<file path="src/verilog/agm_pkg.sv">
// Constants, types and register map of the effective-address generator.
// Assumes an APB master with 32-bit data and one aligned word per register.
package agm_pkg;

   // ---------------------------------------------
   // Register map (byte offsets)
   // ---------------------------------------------
   localparam logic [7:0]  OFF_XSTART = 8'h00;
   localparam logic [7:0]  OFF_XEND   = 8'h04;
   localparam logic [7:0]  OFF_YSTART = 8'h08;
   localparam logic [7:0]  OFF_YEND   = 8'h0c;
   localparam logic [7:0]  OFF_CTRL   = 8'h10;
   localparam logic [7:0]  OFF_LASTEA = 8'h14;
   localparam logic [7:0]  OFF_STAT   = 8'h18;

   // ---------------------------------------------
   // Reset values and fields
   // ---------------------------------------------
   localparam logic [15:0] RST_ADDR   = 16'h0000;
   localparam logic [15:0] RST_CTRL   = 16'h00ff;
   localparam int          CTRL_XSEL  = 0;
   localparam int          CTRL_YSEL  = 4;
   localparam int          CTRL_YEN   = 14;
   localparam int          CTRL_XEN   = 15;
   localparam logic [3:0]  SEL_OFF    = 4'hf;
   localparam int          ST_ILL     = 0;
   localparam int          ST_WRAP    = 1;
   localparam int          ST_YSP     = 2;

   // ---------------------------------------------
   // Working register numbers
   // ---------------------------------------------
   localparam logic [3:0]  WORKING_REG_ZERO = 4'h0;
   localparam logic [3:0]  X_PREFETCH_PTR_A = 4'h8;
   localparam logic [3:0]  X_PREFETCH_PTR_B = 4'h9;
   localparam logic [3:0]  Y_PREFETCH_PTR_A = 4'ha;
   localparam logic [3:0]  Y_PREFETCH_PTR_B = 4'hb;

   // ---------------------------------------------
   // Types
   // ---------------------------------------------
   typedef enum logic [11:0] {
      MD_FILE   = 12'h001,
      MD_DIRECT = 12'h002,
      MD_IND    = 12'h004,
      MD_POST   = 12'h008,
      MD_PRE    = 12'h010,
      MD_INDEX  = 12'h020,
      MD_LITOFF = 12'h040,
      MD_LIT5   = 12'h080,
      MD_LIT8   = 12'h100,
      MD_LIT16  = 12'h200,
      MD_BRANCH = 12'h400,
      MD_INTERRUPT_DISABLE_INSTRUCTION   = 12'h800
   } agm_mode_t;

   typedef enum logic [4:0] {
      CL_FILE = 5'h01,
      CL_MUL  = 5'h02,
      CL_MCU  = 5'h04,
      CL_MOVE = 5'h08,
      CL_DSP  = 5'h10
   } agm_class_t;

   typedef enum logic [4:0] {
      DS_NONE  = 5'h01,
      DS_FILE  = 5'h02,
      DS_WZERO = 5'h04,
      DS_PAIR  = 5'h08,
      DS_IMPLIED_WORKING_REG  = 5'h10
   } agm_dest_t;

   typedef struct packed {
      agm_mode_t   mode;
      agm_class_t  cls;
      logic        y_space;
      logic [3:0]  ptr;
      logic [3:0]  offs;
      logic [3:0]  base;
      logic [15:0] lit;
      logic [15:0] modv;
      logic        to_w;
      logic [12:0] faddr;
   } agm_req_t;

   typedef struct packed {
      logic [15:0] ea;
      logic [15:0] opa;
      logic [15:0] opb;
      agm_dest_t   dest;
      logic [3:0]  dest_idx;
      logic        y_space;
      logic        illegal;
      logic        wrap;
   } agm_ans_t;

endpackage

</file>
<file path="src/verilog/agm_top.sv">
// Effective-address generator with circular buffer correction.
// Assumes the decoder drives REQ on the core clock; working register
// writes from the datapath arrive on the WR_* port on the same clock.
`timescale 1ns/1ns

// How it works
// - File operand: 13-bit field, near space only
// - File ops: reg zero operand, dest file/reg
// - Multiply writes a register pair instead, or the working register when to_w
// - First source register direct; second reg/mem/lit5
// - Plain indirect: pointer itself is address
// - Post-modify: old pointer used, then stepped
// - Pre-modify: step pointer, then use it
// - Indexed and literal offset keep pointer
// - Move/accumulator add indexed, literal offset, lit8/16
// - Move source/destination share one offset field
// - DSP prefetch: first two X, last two Y
// - DSP modes: indirect, post 2/4/6, indexed
// - Branch signed 16-bit, disable count 14-bit
// - One circular buffer per X and Y
// - Both buffer boundaries checked, whatever the direction
// - 16-bit start/end, length from difference
// - Y modulo addresses keep bit zero clear
// - X modulo on when select not 15, enabled
// - Y modulo on when select not 15, enabled
// - Overshoot past boundary still detected, corrected
// - Corrected address written back only pre/post
module agm_top (
   // Clock and reset
   input  wire logic             CLK,
   input  wire logic             RESET_N,
   // APB slave
   input  wire logic             PSEL,
   input  wire logic             PENABLE,
   input  wire logic             PWRITE,
   input  wire logic [7:0]       PADDR,
   input  wire logic [31:0]      PWDATA,
   input  wire logic [3:0]       PSTRB,
   output logic      [31:0]      PRDATA,
   output logic                  PREADY,
   output logic                  PSLVERR,
   // Decoder request
   input  wire logic             REQ_VALID,
   input  agm_pkg::agm_req_t     REQ,
   // Datapath working register write
   input  wire logic             WR_EN,
   input  wire logic [3:0]       WR_IDX,
   input  wire logic [15:0]      WR_DATA,
   // Address answer
   output logic                  ANS_VALID,
   output agm_pkg::agm_ans_t     ANS
);

   // ---------------------------------------------
   // Register file
   // ---------------------------------------------
   logic [15:0] xstart_q;
   logic [15:0] xend_q;
   logic [15:0] ystart_q;
   logic [15:0] yend_q;
   logic [15:0] ctrl_q;
   logic [15:0] implied_working_reg_q [16];
   logic        pready_q;
   logic [31:0] prdata_q;
   logic        pslverr_q;
   logic        ans_valid_q;
   agm_pkg::agm_ans_t ans_q;

   logic        setup_acc;
   logic        done_acc;
   logic        mapped;
   logic [15:0] wmask;
   logic [15:0] rd_word;

   assign setup_acc = PSEL && PENABLE && !pready_q;
   assign done_acc  = PSEL && PENABLE && pready_q;
   assign wmask     = {{8{PSTRB[1]}}, {8{PSTRB[0]}}};

   always_comb begin
      mapped  = 1'b1;
      rd_word = 16'h0000;
      unique case (PADDR)
         agm_pkg::OFF_XSTART: rd_word = xstart_q;
         agm_pkg::OFF_XEND:   rd_word = xend_q;
         agm_pkg::OFF_YSTART: rd_word = ystart_q;
         agm_pkg::OFF_YEND:   rd_word = yend_q;
         agm_pkg::OFF_CTRL:   rd_word = ctrl_q;
         agm_pkg::OFF_LASTEA: rd_word = ans_q.ea;
         agm_pkg::OFF_STAT: begin
            rd_word[agm_pkg::ST_ILL]  = ans_q.illegal;
            rd_word[agm_pkg::ST_WRAP] = ans_q.wrap;
            rd_word[agm_pkg::ST_YSP]  = ans_q.y_space;
         end
         default: mapped = 1'b0;
      endcase
   end

   // Two-cycle slave: ready rises one cycle into the access phase
   always_ff @(posedge CLK or negedge RESET_N) begin
      if (!RESET_N) begin
         pready_q  <= 1'b0;
         prdata_q  <= 32'h0000_0000;
         pslverr_q <= 1'b0;
      end else begin
         pready_q <= setup_acc;
         if (setup_acc) begin
            prdata_q  <= PWRITE ? 32'h0000_0000 : {16'h0000, rd_word};
            pslverr_q <= !mapped;
         end else if (done_acc) begin
            pslverr_q <= 1'b0;
         end
      end
   end

   function automatic logic [15:0] merge(input logic [15:0] old,
                                         input logic [15:0] mask);
      merge = (old & ~mask) | (PWDATA[15:0] & mask);
   endfunction

   // Start/end and control registers are the only buffer state
   always_ff @(posedge CLK or negedge RESET_N) begin
      if (!RESET_N) begin
         xstart_q <= agm_pkg::RST_ADDR;
         xend_q   <= agm_pkg::RST_ADDR;
         ystart_q <= agm_pkg::RST_ADDR;
         yend_q   <= agm_pkg::RST_ADDR;
         ctrl_q   <= agm_pkg::RST_CTRL;
      end else if (done_acc && PWRITE) begin
         unique case (PADDR)
            agm_pkg::OFF_XSTART: xstart_q <= merge(xstart_q, wmask);
            agm_pkg::OFF_XEND:   xend_q   <= merge(xend_q, wmask);
            agm_pkg::OFF_YSTART: ystart_q <= merge(ystart_q, wmask);
            agm_pkg::OFF_YEND:   yend_q   <= merge(yend_q, wmask);
            agm_pkg::OFF_CTRL:   ctrl_q   <= merge(ctrl_q, wmask);
            default: ;
         endcase
      end
   end

   // ---------------------------------------------
   // Operand fetch and address arithmetic
   // ---------------------------------------------
   logic [15:0] ptr_val;
   logic [15:0] offs_val;
   logic [15:0] base_val;
   logic [15:0] raw;
   logic [15:0] corr;
   logic [15:0] lo;
   logic [15:0] hi;
   logic [15:0] len;
   logic        ysp;
   logic        x_on;
   logic        y_on;
   logic        mod_on;
   logic        over;
   logic        under;
   logic        legal;
   logic        step;
   logic        dsp_ptr;
   logic        mag_ok;
   logic [15:0] mag;
   agm_pkg::agm_ans_t nxt;

   assign ptr_val  = implied_working_reg_q[REQ.ptr];
   // One offset field serves either operand of a move
   assign offs_val = implied_working_reg_q[REQ.offs];
   assign base_val = implied_working_reg_q[REQ.base];

   // Prefetch pointers pick the space by number
   assign dsp_ptr = REQ.ptr[3:2] == agm_pkg::X_PREFETCH_PTR_A[3:2];
   assign ysp = (REQ.cls == agm_pkg::CL_DSP) ?
                REQ.ptr[1] : REQ.y_space;

   // Circular buffer enables
   assign x_on = !ysp && ctrl_q[agm_pkg::CTRL_XEN] &&
                 ctrl_q[agm_pkg::CTRL_XSEL +: 4] != agm_pkg::SEL_OFF &&
                 ctrl_q[agm_pkg::CTRL_XSEL +: 4] == REQ.ptr;
   assign y_on = ysp && ctrl_q[agm_pkg::CTRL_YEN] &&
                 ctrl_q[agm_pkg::CTRL_YSEL +: 4] != agm_pkg::SEL_OFF &&
                 ctrl_q[agm_pkg::CTRL_YSEL +: 4] == REQ.ptr;

   assign lo  = ysp ? ystart_q : xstart_q;
   assign hi  = ysp ? yend_q : xend_q;
   // Length is implied by the address pair
   assign len = 16'(hi - lo + 16'h0001);

   assign mag = REQ.modv[15] ? 16'(~REQ.modv + 16'h0001) : REQ.modv;
   assign mag_ok = mag == 16'h0002 || mag == 16'h0004 ||
                   mag == 16'h0006;

   always_comb begin
      raw = ptr_val;
      unique case (REQ.mode)
         agm_pkg::MD_POST,
         agm_pkg::MD_PRE:    raw = 16'(ptr_val + REQ.modv);
         agm_pkg::MD_INDEX:  raw = 16'(ptr_val + offs_val);
         agm_pkg::MD_LITOFF: raw = 16'(ptr_val + REQ.lit);
         default:            raw = ptr_val;
      endcase
   end

   assign step   = REQ.mode == agm_pkg::MD_POST ||
                   REQ.mode == agm_pkg::MD_PRE ||
                   REQ.mode == agm_pkg::MD_INDEX ||
                   REQ.mode == agm_pkg::MD_LITOFF;
   assign mod_on = (x_on || y_on) && step;
   // Crossings by more than one step still count
   assign over   = mod_on && raw > hi;
   assign under  = mod_on && raw < lo;

   always_comb begin
      corr = raw;
      // Wrap by one buffer length
      if (over) begin
         corr = 16'(raw - len);
      end else if (under) begin
         corr = 16'(raw + len);
      end
      // Word data in Y circular buffers
      if (y_on) begin
         corr[0] = 1'b0;
      end
   end

   // ---------------------------------------------
   // Mode legality per instruction class
   // ---------------------------------------------
   always_comb begin
      legal = 1'b0;
      unique case (REQ.cls)
         agm_pkg::CL_FILE,
         agm_pkg::CL_MUL: legal = REQ.mode == agm_pkg::MD_FILE;
         // Basic set plus 5-bit literal, branch and disable
         agm_pkg::CL_MCU: legal = REQ.mode == agm_pkg::MD_DIRECT ||
                                  REQ.mode == agm_pkg::MD_IND ||
                                  REQ.mode == agm_pkg::MD_POST ||
                                  REQ.mode == agm_pkg::MD_PRE ||
                                  REQ.mode == agm_pkg::MD_LIT5 ||
                                  REQ.mode == agm_pkg::MD_BRANCH ||
                                  REQ.mode == agm_pkg::MD_INTERRUPT_DISABLE_INSTRUCTION;
         // Wider set for moves
         agm_pkg::CL_MOVE: legal = REQ.mode != agm_pkg::MD_LIT5 &&
                                   REQ.mode != agm_pkg::MD_BRANCH &&
                                   REQ.mode != agm_pkg::MD_INTERRUPT_DISABLE_INSTRUCTION;
         // Reduced set on prefetch pointers
         agm_pkg::CL_DSP: legal = dsp_ptr && (
                  REQ.mode == agm_pkg::MD_IND ||
                  (REQ.mode == agm_pkg::MD_POST && mag_ok) ||
                  (REQ.mode == agm_pkg::MD_INDEX && REQ.ptr[0]));
         default: legal = 1'b0;
      endcase
   end

   // ---------------------------------------------
   // Answer assembly
   // ---------------------------------------------
   always_comb begin
      nxt          = '0;
      nxt.opa      = base_val;
      nxt.dest     = agm_pkg::DS_NONE;
      nxt.dest_idx = REQ.base;
      nxt.y_space  = ysp;
      nxt.illegal  = !legal;
      nxt.wrap     = over || under;
      unique case (REQ.mode)
         // Near space only
         agm_pkg::MD_FILE:   nxt.ea  = {3'b000, REQ.faddr};
         // Register direct second source
         agm_pkg::MD_DIRECT: nxt.opb = ptr_val;
         agm_pkg::MD_IND:    nxt.ea  = ptr_val;
         agm_pkg::MD_POST:   nxt.ea  = ptr_val;
         agm_pkg::MD_PRE:    nxt.ea  = corr;
         agm_pkg::MD_INDEX,
         agm_pkg::MD_LITOFF: nxt.ea  = corr;
         agm_pkg::MD_LIT5:   nxt.opb = {11'h000, REQ.lit[4:0]};
         agm_pkg::MD_LIT8:   nxt.opb = {8'h00, REQ.lit[7:0]};
         agm_pkg::MD_LIT16:  nxt.opb = REQ.lit;
         agm_pkg::MD_BRANCH: nxt.opb = REQ.lit;
         agm_pkg::MD_INTERRUPT_DISABLE_INSTRUCTION:   nxt.opb = {2'b00, REQ.lit[13:0]};
         default:            nxt.ea  = ptr_val;
      endcase
      unique case (REQ.cls)
         agm_pkg::CL_FILE: begin
            // Implied working operand and its destination
            nxt.opa      = implied_working_reg_q[agm_pkg::WORKING_REG_ZERO];
            nxt.dest     = REQ.to_w ? agm_pkg::DS_WZERO :
                                      agm_pkg::DS_FILE;
            nxt.dest_idx = agm_pkg::WORKING_REG_ZERO;
         end
         agm_pkg::CL_MUL: begin
            // Product goes to a register pair, or to the working register when to_w
            nxt.opa  = implied_working_reg_q[agm_pkg::WORKING_REG_ZERO];
            nxt.dest = REQ.to_w ? agm_pkg::DS_IMPLIED_WORKING_REG :
                                  agm_pkg::DS_PAIR;
         end
         default: ;
      endcase
   end

   always_ff @(posedge CLK or negedge RESET_N) begin
      if (!RESET_N) begin
         ans_valid_q <= 1'b0;
         ans_q       <= '0;
      end else begin
         ans_valid_q <= REQ_VALID;
         if (REQ_VALID) begin
            ans_q <= nxt;
         end
      end
   end

   // ---------------------------------------------
   // Working registers and pointer write-back
   // ---------------------------------------------
   always_ff @(posedge CLK or negedge RESET_N) begin
      if (!RESET_N) begin
         for (int i = 0; i < 16; i++) begin
            implied_working_reg_q[i] <= 16'h0000;
         end
      end else begin
         if (WR_EN) begin
            implied_working_reg_q[WR_IDX] <= WR_DATA;
         end
         // Only pre/post modes update the pointer
         if (REQ_VALID && legal && (REQ.mode == agm_pkg::MD_POST ||
                                    REQ.mode == agm_pkg::MD_PRE)) begin
            implied_working_reg_q[REQ.ptr] <= corr;
         end
      end
   end

   assign PRDATA    = prdata_q;
   assign PREADY    = pready_q;
   assign PSLVERR   = pslverr_q;
   assign ANS_VALID = ans_valid_q;
   assign ANS       = ans_q;
endmodule

</file>
<file path="config.mk">
export PLATFORM = sky130hd
export DESIGN_NAME = agm_top
export DESIGN_NICKNAME = d
export VERILOG_FILES = /design/src/verilog/agm_pkg.sv /design/src/verilog/agm_top.sv
export SDC_FILE = /design/constraint.sdc
export NUM_CORES = 1
export LEC_CHECK = 0
export BUFFER_PORTS_ARGS = -buffer_cell sky130_fd_sc_hd__buf_4
export CAP_MARGIN = 20
export CORE_MARGIN = 10
export CORE_UTILIZATION = 55
export DETAILED_ROUTE_END_ITERATION = 7
export GPL_TIMING_DRIVEN = 0
export PLACE_DENSITY = 0.78
export SLEW_MARGIN = 25
export SYNTH_ARGS = -nofsm -noshare
export SYNTH_HDL_FRONTEND = slang
export SYNTH_SLANG_ARGS = --single-unit
</file>
<file path="constraint.sdc">
create_clock -name CLK -period 10.2 [get_ports CLK]
set_input_delay 1.53 -clock CLK [delete_from_list [all_inputs] [get_ports CLK]]
set_output_delay 1.53 -clock CLK [all_outputs]
set_load 0.01 [all_outputs]
</file>
# Yosys cells after proc, flatten, opt, wreduce, memory -nomap -nowiden

Cells that the tools add are included.
Widths: inputs -> output; s select.

Output and inout port bits: 95
Memories: 0
Bits in writable memories: 0
Register bits after elaboration: 431
Bits of input ports: 147
Latch bits: 0
Word-level logic and storage cells: 193
Bits in read-only memories: 0

Divide/modulo/power cells: 0
Bitwise gates (word level): 17
Add/sub/neg operators: 8
Equality and inequality tests: 34
Reduce and logical (&&, ||, !) cells: 54
Multiply operators: 0
Mux-type cells: 39
Order comparisons: 8
Shift operators: 0

Operators with widths:

| kind                  | number |
|---|---|
| $bwmux 256            | 2 |
| $mux 256              | 2 |
| $mux 16               | 15 |
| $bmux 16 s4           | 3 |
| $demux 16 s4          | 2 |
| $and 16x16->16        | 6 |
| $pmux 16 s3           | 2 |
| $or 16x16->16         | 5 |
| $pmux 16 s5           | 1 |
| $pmux 13 s6           | 1 |
| $add 16x16->16        | 4 |
| $add 16x1->16 const B | 2 |
| $eq 16x3->1 const B   | 2 |
| $not 16->16           | 2 |
| $sub 16x16->16        | 2 |
| $eq 8x5->1 const B    | 3 |
| $logic_and 1x1->1     | 22 |
| $pmux 3 s7            | 1 |
| $ge 5x5->1 const B    | 4 |
| $not 4->5             | 4 |
| $eq 16x2->1 const B   | 1 |
| $eq 8x4->1 const B    | 2 |
| $gt 16x16->1          | 1 |
| $lt 16x16->1          | 1 |
| 40 further kinds      | 70 |

# Longest topological paths before layout

Gate-level depths: netlist of run 1.

Word-level depth: 14
Depth in mapped cells: 32

# Worst setup path before layout of run 1

No wires, ideal clock.

Path type: input port to flip-flop
From: input REQ[50] (netlist bit)
To: register ans_q (netlist bit ANS[57])
Setup slack: 1,643 ps
Arrival time: 8,484 ps
Library setup time: 73 ps
Data required time: 10,127 ps
Path buffers: 4
Stages: 28
Cell sequence: clkbuf_1 > buf_1 > mux4_2 > mux4_2 > nand2_1 > nand2_1 > ha_1 > fa_1 > a21o_1 > a21o_1 > a21boi_0 > o211ai_1 > a31o_2 > a21oi_1 > xor2_1 > o21ai_0 > ha_1 > a21o_1 > a221oi_1 > o31a_1 > inv_1 > o311ai_1 > clkbuf_1 > nor3_1 > or3_1 > buf_2 > a2bb2oi_1 > a21oi_2

Cells in the longest elaborated chain, start to end: 11
Elaborated cells on any way between the ends: 15
Those cells by class: add/sub: 3; order compare: 2; mux: 7; bitwise: 1; reduce/logical: 2

Ends and longest elaborated chain:

| element                                        | RTL line       | RTL |
|---|---|---|
| from (decl)                                    | agm_top.sv:44  | `input agm_pkg::agm_req_t REQ,` |
| $not 4->5 (implied by the code) (*)            | agm_top.sv:166 | `assign offs_val = implied_working_reg_q[REQ.offs];` |
| $bmux 16 s4 (*)                                | agm_top.sv:166 |  |
| $mux 16 (implied by the code) (*) (2 in a row) | agm_top.sv:166 |  |
| $add 16x16->16 (*)                             | agm_top.sv:196 | `agm_pkg::MD_INDEX: raw = 16'(ptr_val + offs_val);` |
| $pmux 16 s3 (*)                                | agm_top.sv:193 | `unique case (REQ.mode)` |
| $lt 16x16->1                                   | agm_top.sv:209 | `assign under = mod_on && raw < lo;` |
| $logic_and 1x1->1                              | agm_top.sv:209 |  |
| $mux 16                                        | agm_top.sv:216 | `end else if (under) begin` |
| $mux 16 (*)                                    | agm_top.sv:214 | `if (over) begin` |
| $pmux 16 s3 (*)                                | agm_top.sv:265 | `unique case (REQ.mode)` |
| to (signal assigned)                           | agm_top.sv:307 | `ans_q <= nxt;` |
| to (decl)                                      | agm_top.sv:67  | `agm_pkg::agm_ans_t ans_q;` |

Mark *: on every way between the ends. The rest lies on a longest branch, timed or not. The select of a mux whose other input is x is not followed.
A chain may end at the register's enable or synchronous reset.

# Final worst setup path of run 1

From: input REQ[55] (netlist bit)
To: register implied_working_reg_q[84] (netlist bit)

Cells in the longest elaborated chain, start to end: 12
Elaborated cells on any way between the ends: 39
Those cells by class: add/sub: 7; order compare: 4; eq/ne: 2; mux: 13; bitwise: 1; reduce/logical: 12

Ends and longest elaborated chain:

| element                                                                 | RTL line       | RTL |
|---|---|---|
| parallel branches: the longest is 10 deep, another holds $sub 16x16->16 | n/a            |  |
| $bwmux 256 (*)                                                          | agm_top.sv:327 | `implied_working_reg_q[REQ.ptr] <= corr;` |
| $mux 256 (*)                                                            | agm_top.sv:325 | `if (REQ_VALID && legal && (REQ.mode == agm_pkg::MD_POST \|\|` |
| to (signal, indexed assignment)                                         | agm_top.sv:327 |  |
| to (decl)                                                               | agm_top.sv:62  | `logic [15:0] implied_working_reg_q [16];` |

Every way passes the cells marked *. The select of a mux whose other input is x is not followed.

==> impl_metrics.prom, run 1 <==
# TYPE chip_impl_metric gauge
chip_impl_info{name="clockRootBuffer",value="sky130_fd_sc_hd__clkbuf_16"} 1
chip_impl_metric{name="async_flop_share",unit=""} 1.000
chip_impl_info{name="critPathCaptureType",value="register"} 1
chip_impl_metric{name="power.switching_fraction",unit=""} 0.3689
chip_impl_metric{name="design.die.area",unit="sq um"} 64950
chip_impl_metric{name="first_iter_violations",unit=""} 3662
chip_impl_metric{name="cts_hold_repair.buffers",unit=""} 0
chip_impl_info{name="timing.setup.critical_path_class",value="in2reg"} 1
chip_impl_info{name="postSynth.topFlopCell",value="sky130_fd_sc_hd__dfrtp_1"} 1
chip_impl_info{name="tritoncts",value="built"} 1
chip_impl_metric{name="floorplan.initialDensity",unit=""} 0.5528
chip_impl_metric{name="hpwl_reported_at_the_end_of_detailed_placement",unit="um"} 97730
chip_impl_metric{name="cts_made_buffers",unit=""} 48
chip_impl_metric{name="power_leakage",unit="nW"} 14.92
chip_impl_metric{name="setup_total_negative_slack",unit="ps"} 0
chip_impl_metric{name="wl",unit="um"} 123500
chip_impl_metric{name="num_rows",unit=""} 86
chip_impl_metric{name="fin_nets",unit=""} 3445
chip_impl_metric{name="globalRoute.totalOverflow",unit=""} 0
chip_impl_info{name="busiest_layer",value="met2"} 1
chip_impl_metric{name="first_pass_drt_iterations",unit=""} 6
chip_impl_info{name="rsz0062_at_grt",value="no"} 1
chip_impl_info{name="min-delay-path-class",value="reg2reg"} 1
chip_impl_metric{name="die-width",unit="um"} 254.9
chip_impl_metric{name="cts_sinks",unit=""} 415
chip_impl_metric{name="grt_use_met1",unit=""} 0.4501
chip_impl_metric{name="grt_antenna_before_repair",unit=""} 1
chip_impl_metric{name="drc",unit=""} 0
chip_impl_metric{name="unique_cell_type_count_in_the_yosys_netlist",unit=""} 89
chip_impl_metric{name="insertedDiodeCount",unit=""} 0
chip_impl_metric{name="synthesis.area_per_instance",unit="sq um"} 10.39
chip_impl_metric{name="synthesis.yosys.warnings",unit=""} 0
chip_impl_metric{name="rrSetupSlack",unit="ps"} 1800
chip_impl_metric{name="worst_path_maximum_fanout",unit=""} 13
chip_impl_metric{name="finalClockSkew",unit="ps"} 33.59
chip_impl_metric{name="numPortBuffers",unit=""} 195
chip_impl_metric{name="drive_gt1_frac",unit=""} 0.2581
chip_impl_metric{name="powerDensity",unit="nW/um^2"} 182.3
chip_impl_metric{name="track_usage",unit=""} 0.3745
chip_impl_info{name="synth_largest_area_cell",value="sky130_fd_sc_hd__dfrtp_1"} 1
chip_impl_info{name="post-synth-top-count-cell",value="sky130_fd_sc_hd__dfrtp_1"} 1
chip_impl_metric{name="clk_latency",unit="ps"} 620
chip_impl_metric{name="grt_util_met3",unit=""} 0.07990
chip_impl_metric{name="report.final.slew_viol_count",unit=""} 0
chip_impl_metric{name="timing_worst_slew_pin_value",unit="ps"} 1131
chip_impl_metric{name="layout_worst_path_cycle_share",unit=""} 0.9774
chip_impl_metric{name="wl_per_cell",unit="um"} 31.42
chip_impl_metric{name="irDropWorstVdd",unit="mV"} 0.1533
chip_impl_metric{name="clock_path_buffers",unit=""} 3
chip_impl_metric{name="detail_route.vias_per_cell",unit=""} 7.087
chip_impl_metric{name="synth.cell_area",unit="sq um"} 30340
chip_impl_metric{name="grt_pass1_wl",unit="um"} 179600
chip_impl_metric{name="critPathRequiredTime",unit="ps"} 10670
chip_impl_info{name="synth_top_cells_by_area",value="sky130_fd_sc_hd__dfrtp_1 34%, sky130_fd_sc_hd__mux4_2 18%, sky130_fd_sc_hd__mux2_2 6.6%"} 1
chip_impl_metric{name="flow.area_growth_from_synthesis",unit="%"} 14.29
chip_impl_metric{name="design_power_total",unit="mW"} 6.321
chip_impl_metric{name="top_level_port_count",unit=""} 242
chip_impl_metric{name="gpl.final_weighted_congestion",unit=""} 1.108
chip_impl_metric{name="yosysSeqAreaShare",unit=""} 0.3427
chip_impl_metric{name="clk_pin_slew",unit="ps"} 60
chip_impl_metric{name="worstPathArrival",unit="ps"} 10440
chip_impl_metric{name="setup-violations-final",unit=""} 0
chip_impl_metric{name="postRouteAntennaNets",unit=""} 0
chip_impl_info{name="synth.top_cells.by_count",value="407 x sky130_fd_sc_hd__dfrtp_1, 337 x sky130_fd_sc_hd__a21oi_1, 239 x sky130_fd_sc_hd__mux4_2"} 1
chip_impl_metric{name="placeable_core_region",unit="sq um"} 54880
chip_impl_metric{name="seq_power_share",unit=""} 0.349
chip_impl_metric{name="cts_max_level",unit=""} 2
chip_impl_metric{name="hold_violations",unit=""} 0
chip_impl_metric{name="post_synth_edffs",unit=""} 0
chip_impl_metric{name="slew_headroom",unit=""} 0.2462
chip_impl_metric{name="use_met2",unit=""} 0.6119
chip_impl_metric{name="intPower",unit="mW"} 3.989
chip_impl_metric{name="dieHeight",unit="um"} 254.9
chip_impl_metric{name="pwr-share-comb",unit=""} 0.364
chip_impl_metric{name="dpl-instance-area",unit="sq um"} 32910
chip_impl_metric{name="stdcell_area",unit="sq um"} 34670
chip_impl_metric{name="max_freq",unit="GHz"} 0.1003
chip_impl_metric{name="pwr-share-clk",unit=""} 0.287
chip_impl_metric{name="finalCriticalPeriod",unit="ps"} 9969
chip_impl_metric{name="cap_viol_max_count",unit=""} 0
chip_impl_metric{name="net-switching-power",unit="mW"} 2.332
chip_impl_metric{name="fin_worst_hold_slack",unit="ps"} 480.6
chip_impl_metric{name="fillerInstances",unit=""} 4359
chip_impl_metric{name="post_synth_inst_count",unit=""} 2921
chip_impl_metric{name="grt_max_degree",unit=""} 95
chip_impl_metric{name="synth_top_area_share",unit=""} 0.3357
chip_impl_metric{name="number_of_global_route_vias_before_repair",unit=""} 27420
chip_impl_metric{name="ys_ff_latch",unit=""} 415
chip_impl_metric{name="vias",unit=""} 27860
chip_impl_info{name="worstSetupStartpointType",value="input pin"} 1
chip_impl_info{name="outcome",value="complete, no violations"} 1
layout make-up:
class	instances	area (sq um)	area share
plain buffers	250	1129	0.03255
clock buffers	70	1445	0.04168
clock inverters	18	178.9	0.005161
inverters	66	247.7	0.007145
multi-input cells	2202	18750	0.5407
flip-flops and latches	415	10400	0.2998
well taps	704	880.8	0.02541
repair buffers	206	1649	0.04756
cells in the final DEF, fill, tap and decap left out, types with 20 or more instances in the layout:
master / Yosys / routed
sky130_fd_sc_hd__a211oi_1: 168 / 168
sky130_fd_sc_hd__a21oi_1: 337 / 337
sky130_fd_sc_hd__buf_4: 19 / 216
sky130_fd_sc_hd__nand3_1: 28 / 28
sky130_fd_sc_hd__inv_1: 65 / 65
sky130_fd_sc_hd__nand2b_1: 20 / 20
sky130_fd_sc_hd__ha_1: 105 / 105
sky130_fd_sc_hd__nand2_1: 163 / 163
sky130_fd_sc_hd__a22oi_1: 63 / 63
sky130_fd_sc_hd__a21o_1: 20 / 20
sky130_fd_sc_hd__mux2i_1: 33 / 32
sky130_fd_sc_hd__mux2_2: 179 / 179
sky130_fd_sc_hd__mux4_2: 239 / 239
sky130_fd_sc_hd__buf_2: 35 / 37
sky130_fd_sc_hd__clkbuf_1: 175 / 168
sky130_fd_sc_hd__nor3_1: 29 / 27
sky130_fd_sc_hd__o21ai_0: 70 / 61
sky130_fd_sc_hd__dfrtp_1: 407 / 407
sky130_fd_sc_hd__xnor2_1: 30 / 29
sky130_fd_sc_hd__nor2_1: 232 / 231
sky130_fd_sc_hd__clkbuf_16: 0 / 49
sky130_fd_sc_hd__nor2b_1: 172 / 172
worst max-delay path: stages:
cell and delay [ps]:
sky130_fd_sc_hd__buf_4 280, sky130_fd_sc_hd__clkbuf_2 500, sky130_fd_sc_hd__clkdlybuf4s15_2 640, sky130_fd_sc_hd__mux4_2 450, sky130_fd_sc_hd__mux4_2 690, sky130_fd_sc_hd__ha_1 410
sky130_fd_sc_hd__and3_1 170, sky130_fd_sc_hd__a221o_1 350, sky130_fd_sc_hd__o22ai_1 300, sky130_fd_sc_hd__o21ai_0 230, sky130_fd_sc_hd__o41ai_1 350, sky130_fd_sc_hd__xnor2_1 130
sky130_fd_sc_hd__nor2_1 170, sky130_fd_sc_hd__xor2_2 440, sky130_fd_sc_hd__ha_1 340, sky130_fd_sc_hd__nand3_1 120, sky130_fd_sc_hd__nor3_1 100, sky130_fd_sc_hd__a221oi_1 330
sky130_fd_sc_hd__o31a_1 440, sky130_fd_sc_hd__inv_1 260, sky130_fd_sc_hd__o311ai_2 550, sky130_fd_sc_hd__clkbuf_2 370, sky130_fd_sc_hd__o211ai_1 130, sky130_fd_sc_hd__o21a_1 120
sky130_fd_sc_hd__nand2_1 420, sky130_fd_sc_hd__clkbuf_1 450, sky130_fd_sc_hd__a21oi_1 140
power by group through the flow:
stage               clock network [mW]  registers [mW]  logic, mW
finish                            1.81            2.21       2.30
global route                      1.87            2.23       2.43
CTS                               1.81            2.18       2.21
detailed placement                   0            2.21       2.19
global placement                     0            2.18       2.13
floorplan                            0            2.09       1.46
per-stage QoR:
step	setup slack, ps	util	std cells
after floorplan	1643	-	2936
after global placement	-2073	0.5965	3835
after detailed placement	-2144	0.5998	3841
after CTS	101.5	0.6301	3926
after global routing	9.684	0.6318	3931
final	230.9	0.6318	3931
worst paths after layout:
path,startpoint,to,cells past startpoint
max,REQ[55],implied_working_reg_q[84],27
min,PRDATA[7],PRDATA[7],2
max reg2reg,implied_working_reg_q[144],implied_working_reg_q[84],26
min reg2reg,PRDATA[7],PRDATA[7],2
max in group asynchronous,RESET_N,implied_working_reg_q[86],4
min in group asynchronous,RESET_N,PRDATA[9],1
cell families (layout without fill, tap and decap cells):
kind of cell    after synthesis  in the layout  synth area share
compound gates              837            837            0.1779
fa+ha+maj                   109            109           0.04595
buf+inv                     319            610           0.04376
other cells                   1             16         0.0001236
flops                       415            415            0.3427
mux                         452            452            0.2556
xor+xnor                     47             47           0.01357
simple gates                741            741            0.1204
what timing repair did:
action | in CTS | in global routing
resized for setup | 14 | 25
buffers inserted | 0 | 3
endpoints found under the hold margin | 0 | 0
setup endpoints to repair | 272 | 107
pin swaps | 0 | 1
cloned | 0 | 0
per-layer routing:
layer | wire [um] | share of wire
met4 | 8581 | 0.069
met5 | 0 | 0
met2 | 58050 | 0.47
met3 | 13950 | 0.11
met1 | 42910 | 0.35
No activity file was read; power rests on OpenSTA's default activity.
==> inputs of run 2 (changes only) <==
--- a/config.mk
+++ b/config.mk
@@ -7,11 +7,13 @@
 export LEC_CHECK = 0
 export BUFFER_PORTS_ARGS = -buffer_cell sky130_fd_sc_hd__buf_4
 export CAP_MARGIN = 20
+export CELL_PAD_IN_SITES_DETAIL_PLACEMENT = 1
+export CELL_PAD_IN_SITES_GLOBAL_PLACEMENT = 2
 export CORE_MARGIN = 10
-export CORE_UTILIZATION = 55
+export CORE_UTILIZATION = 44
 export DETAILED_ROUTE_END_ITERATION = 7
 export GPL_TIMING_DRIVEN = 0
-export PLACE_DENSITY = 0.78
+export PLACE_DENSITY = 0.92
 export SLEW_MARGIN = 25
 export SYNTH_ARGS = -nofsm -noshare
 export SYNTH_HDL_FRONTEND = slang
==> run 2 against run 1 <==
  * Global-route usage fell by 4.3 points
  * Clock skew grew 7.8 ps
  * Critical path depth decreased by 1
  * Largest cell class unchanged
  * Register-to-register slack gained 60 ps
  * Cell count is 4.7% higher
  * Total power increased by 3.8%
  * Utilization down 12 points
  * Count of clock-buffer cells in the layout is 4 lower
==> impl_metrics.prom, run 2 (synthesized netlist as in run 1, its figures left out) <==
# TYPE chip_impl_metric gauge
chip_impl_metric{name="first_pass_drt_iterations",unit=""} 5
chip_impl_metric{name="hpwl_reported_at_the_end_of_detailed_placement",unit="um"} 106700
chip_impl_metric{name="hold_violations",unit=""} 0
chip_impl_metric{name="setup_total_negative_slack",unit="ps"} 0
chip_impl_metric{name="max_freq",unit="GHz"} 0.1005
chip_impl_metric{name="cts.repair_timing.setup_buffer_count",unit=""} 0
chip_impl_info{name="outcome",value="complete, no violations"} 1
chip_impl_metric{name="cap_viol_max_count",unit=""} 0
chip_impl_metric{name="cts_max_level",unit=""} 2
chip_impl_metric{name="fillerInstances",unit=""} 7546
chip_impl_metric{name="numPortBuffers",unit=""} 195
chip_impl_metric{name="die-width",unit="um"} 282.6
chip_impl_metric{name="cts_sinks",unit=""} 415
chip_impl_metric{name="clk_pin_slew",unit="ps"} 60
chip_impl_info{name="worstSetupStartpointType",value="input pin"} 1
chip_impl_metric{name="floorplan.initialDensity",unit=""} 0.4431
chip_impl_metric{name="critPathRequiredTime",unit="ps"} 10680
chip_impl_metric{name="finalClockSkew",unit="ps"} 41.36
chip_impl_metric{name="num_rows",unit=""} 96
chip_impl_info{name="layout.cells.most_common_list",value="407 x sky130_fd_sc_hd__dfrtp_1, 337 x sky130_fd_sc_hd__a21oi_1, 239 x sky130_fd_sc_hd__mux4_2, 231 x sky130_fd_sc_hd__nor2_1, 218 x sky130_fd_sc_hd__buf_4"} 1
chip_impl_metric{name="dpl-instance-area",unit="sq um"} 33180
chip_impl_metric{name="number_of_global_route_vias_before_repair",unit=""} 29140
chip_impl_metric{name="first_iter_violations",unit=""} 2764
chip_impl_metric{name="globalRoute.totalOverflow",unit=""} 0
chip_impl_metric{name="fin_nets",unit=""} 3447
chip_impl_metric{name="clk_latency",unit="ps"} 640
chip_impl_info{name="critPathCaptureType",value="register"} 1
chip_impl_metric{name="layout.core_utilization",unit=""} 0.5121
chip_impl_metric{name="multi_input_comb_area",unit="sq um"} 18740
chip_impl_metric{name="wl_per_cell",unit="um"} 32.72
chip_impl_metric{name="postRouteAntennaNets",unit=""} 0
chip_impl_metric{name="slew_headroom",unit=""} 0.2627
chip_impl_metric{name="wl",unit="um"} 134600
chip_impl_metric{name="top_level_port_count",unit=""} 242
chip_impl_metric{name="flow.area_growth_from_synthesis",unit="%"} 15.57
chip_impl_info{name="clockRootBuffer",value="sky130_fd_sc_hd__clkbuf_16"} 1
chip_impl_metric{name="final-seq-area",unit="sq um"} 10400
chip_impl_metric{name="drive_gt1_frac",unit=""} 0.2599
chip_impl_metric{name="power_leakage",unit="nW"} 14.99
chip_impl_info{name="leading_cell_type_in_the_layout_fill_and_taps_excluded",value="sky130_fd_sc_hd__dfrtp_1"} 1
chip_impl_metric{name="timing_worst_slew_pin_value",unit="ps"} 1106
chip_impl_info{name="timing.setup.critical_path_class",value="in2reg"} 1
chip_impl_info{name="min-delay-path-class",value="reg2reg"} 1
chip_impl_metric{name="grt_pass1_wl",unit="um"} 196100
chip_impl_metric{name="layout_worst_path_cycle_share",unit=""} 0.9756
chip_impl_metric{name="worstPathArrival",unit="ps"} 10430
chip_impl_metric{name="gpl.final_weighted_congestion",unit=""} 0.9900
chip_impl_metric{name="grt_max_degree",unit=""} 92
chip_impl_info{name="rsz0062_at_grt",value="no"} 1
chip_impl_info{name="tritoncts",value="built"} 1
chip_impl_metric{name="placeable_core_region",unit="sq um"} 68470
chip_impl_metric{name="track_usage",unit=""} 0.3316
chip_impl_metric{name="detail_route.vias_per_cell",unit=""} 6.781
chip_impl_metric{name="setup-violations-final",unit=""} 0
chip_impl_metric{name="powerDensity",unit="nW/um^2"} 187.2
chip_impl_metric{name="irDropWorstVdd",unit="mV"} 0.1413
chip_impl_metric{name="worst_path_maximum_fanout",unit=""} 13
chip_impl_metric{name="grt_antenna_before_repair",unit=""} 3
chip_impl_metric{name="cts_made_buffers",unit=""} 51
chip_impl_metric{name="clock_path_buffers",unit=""} 3
chip_impl_metric{name="drc",unit=""} 0
chip_impl_metric{name="report.final.slew_viol_count",unit=""} 0
chip_impl_metric{name="stdcell_area",unit="sq um"} 35060
chip_impl_metric{name="dieHeight",unit="um"} 282.6
chip_impl_metric{name="vias",unit=""} 27900
chip_impl_metric{name="design.die.area",unit="sq um"} 79850
chip_impl_metric{name="finalCriticalPeriod",unit="ps"} 9951
==> run 2: cell types whose count changed in the layout (fill, tap and decap cells not counted), moves of 2 or more <==
cell	delta
sky130_fd_sc_hd__clkbuf_2	+2
sky130_fd_sc_hd__clkbuf_16	+3
sky130_fd_sc_hd__clkbuf_1	-3
sky130_fd_sc_hd__bufinv_16	+4
sky130_fd_sc_hd__clkbuf_8	-5
sky130_fd_sc_hd__clkinvlp_4	+5
sky130_fd_sc_hd__o21ai_1	+3
sky130_fd_sc_hd__o21ai_0	-2
sky130_fd_sc_hd__buf_4	+2
sky130_fd_sc_hd__clkbuf_4	-2
==> run 2: final timing paths <==
kind | end | depth (start not counted) | from | slack (ps)
worst max-delay path | implied_working_reg_q[223] | 26 | REQ[55] | 250
worst min-delay path | PRDATA[14] | 2 | PRDATA[14] | 480
worst max register to register | implied_working_reg_q[223] | 26 | implied_working_reg_q[80] | 1860
worst min register to register | PRDATA[14] | 2 | PRDATA[14] | 480
max in group asynchronous | implied_working_reg_q[199] | 4 | RESET_N | 7810
min in group asynchronous | async pin | 1 | RESET_N | 820
==> run 2: final cells by class <==
class | count | share of cell area
Multi-Input combinational cell | 2202 | 0.5345
Sequential cell | 415 | 0.2965
Timing Repair Buffer | 205 | 0.04700
Clock buffer | 66 | 0.04118
Buffer | 250 | 0.03219
Tap cell | 882 | 0.03148
Clock inverter | 28 | 0.01006
Inverter | 66 | 0.007066
Antenna cell | 1 | 0.00007137
==> run 2: per-layer routing <==
| layer | global-route usage | routed length [um] | vias up |
|---|---|---|---|
| li1 | - | - | 11600 |
| met1 | 0.3877 | 48960 | 14330 |
| met2 | 0.5526 | 64490 | 1536 |
| met3 | 0.07274 | 11960 | 431 |
| met4 | 0.2008 | 9194 | 6 |
| met5 | 0 | 40 | - |
==> run 2: power breakdown <==
group          total [mW]  internal, mW  switching, mW
clock                1.98          1.18          0.807
sequential           2.23          1.90          0.332
combinational        2.35          1.03           1.32
==> run 2: stage by stage <==
stage,total power [mW],std cells,hold WS [ps],setup slack [ps]
2_1_floorplan,3.551,2936,480.3,1643
3_3_place_gp,4.347,4013,464.4,-2005
3_5_place_dp,4.492,4022,477.6,-2128
4_1_cts,6.482,4113,494.7,27.97
5_1_grt,6.793,4114,528.0,58.48
6_report,6.564,4115,482.8,249.2
==> run 2: critical path, cell delays in order <==
cell                              delay, ps
sky130_fd_sc_hd__buf_4                  290
sky130_fd_sc_hd__clkbuf_2               470
sky130_fd_sc_hd__clkdlybuf4s15_2        670
sky130_fd_sc_hd__mux4_2                 460
sky130_fd_sc_hd__mux4_2                 670
sky130_fd_sc_hd__ha_1                   400
sky130_fd_sc_hd__and3_1                 180
sky130_fd_sc_hd__a221o_1                360
sky130_fd_sc_hd__o22ai_1                270
sky130_fd_sc_hd__o21ai_0                220
sky130_fd_sc_hd__o41ai_1                350
sky130_fd_sc_hd__xnor2_1                130
sky130_fd_sc_hd__nor2_1                 180
sky130_fd_sc_hd__xor2_2                 490
sky130_fd_sc_hd__ha_1                   360
sky130_fd_sc_hd__nand3_1                100
sky130_fd_sc_hd__nor3_1                  90
sky130_fd_sc_hd__a221oi_1               300
sky130_fd_sc_hd__o31a_1                 410
sky130_fd_sc_hd__inv_1                  240
sky130_fd_sc_hd__o21ai_1                650
sky130_fd_sc_hd__nand2_1                110
sky130_fd_sc_hd__o22ai_1                690
sky130_fd_sc_hd__xnor2_2                310
sky130_fd_sc_hd__buf_2                  340
sky130_fd_sc_hd__a21oi_1                110
==> run 2: repair_timing <==
action                     CTS  global route
setup endpoints to repair  272           184
hold buffers                 0             0
resized for setup           16            18
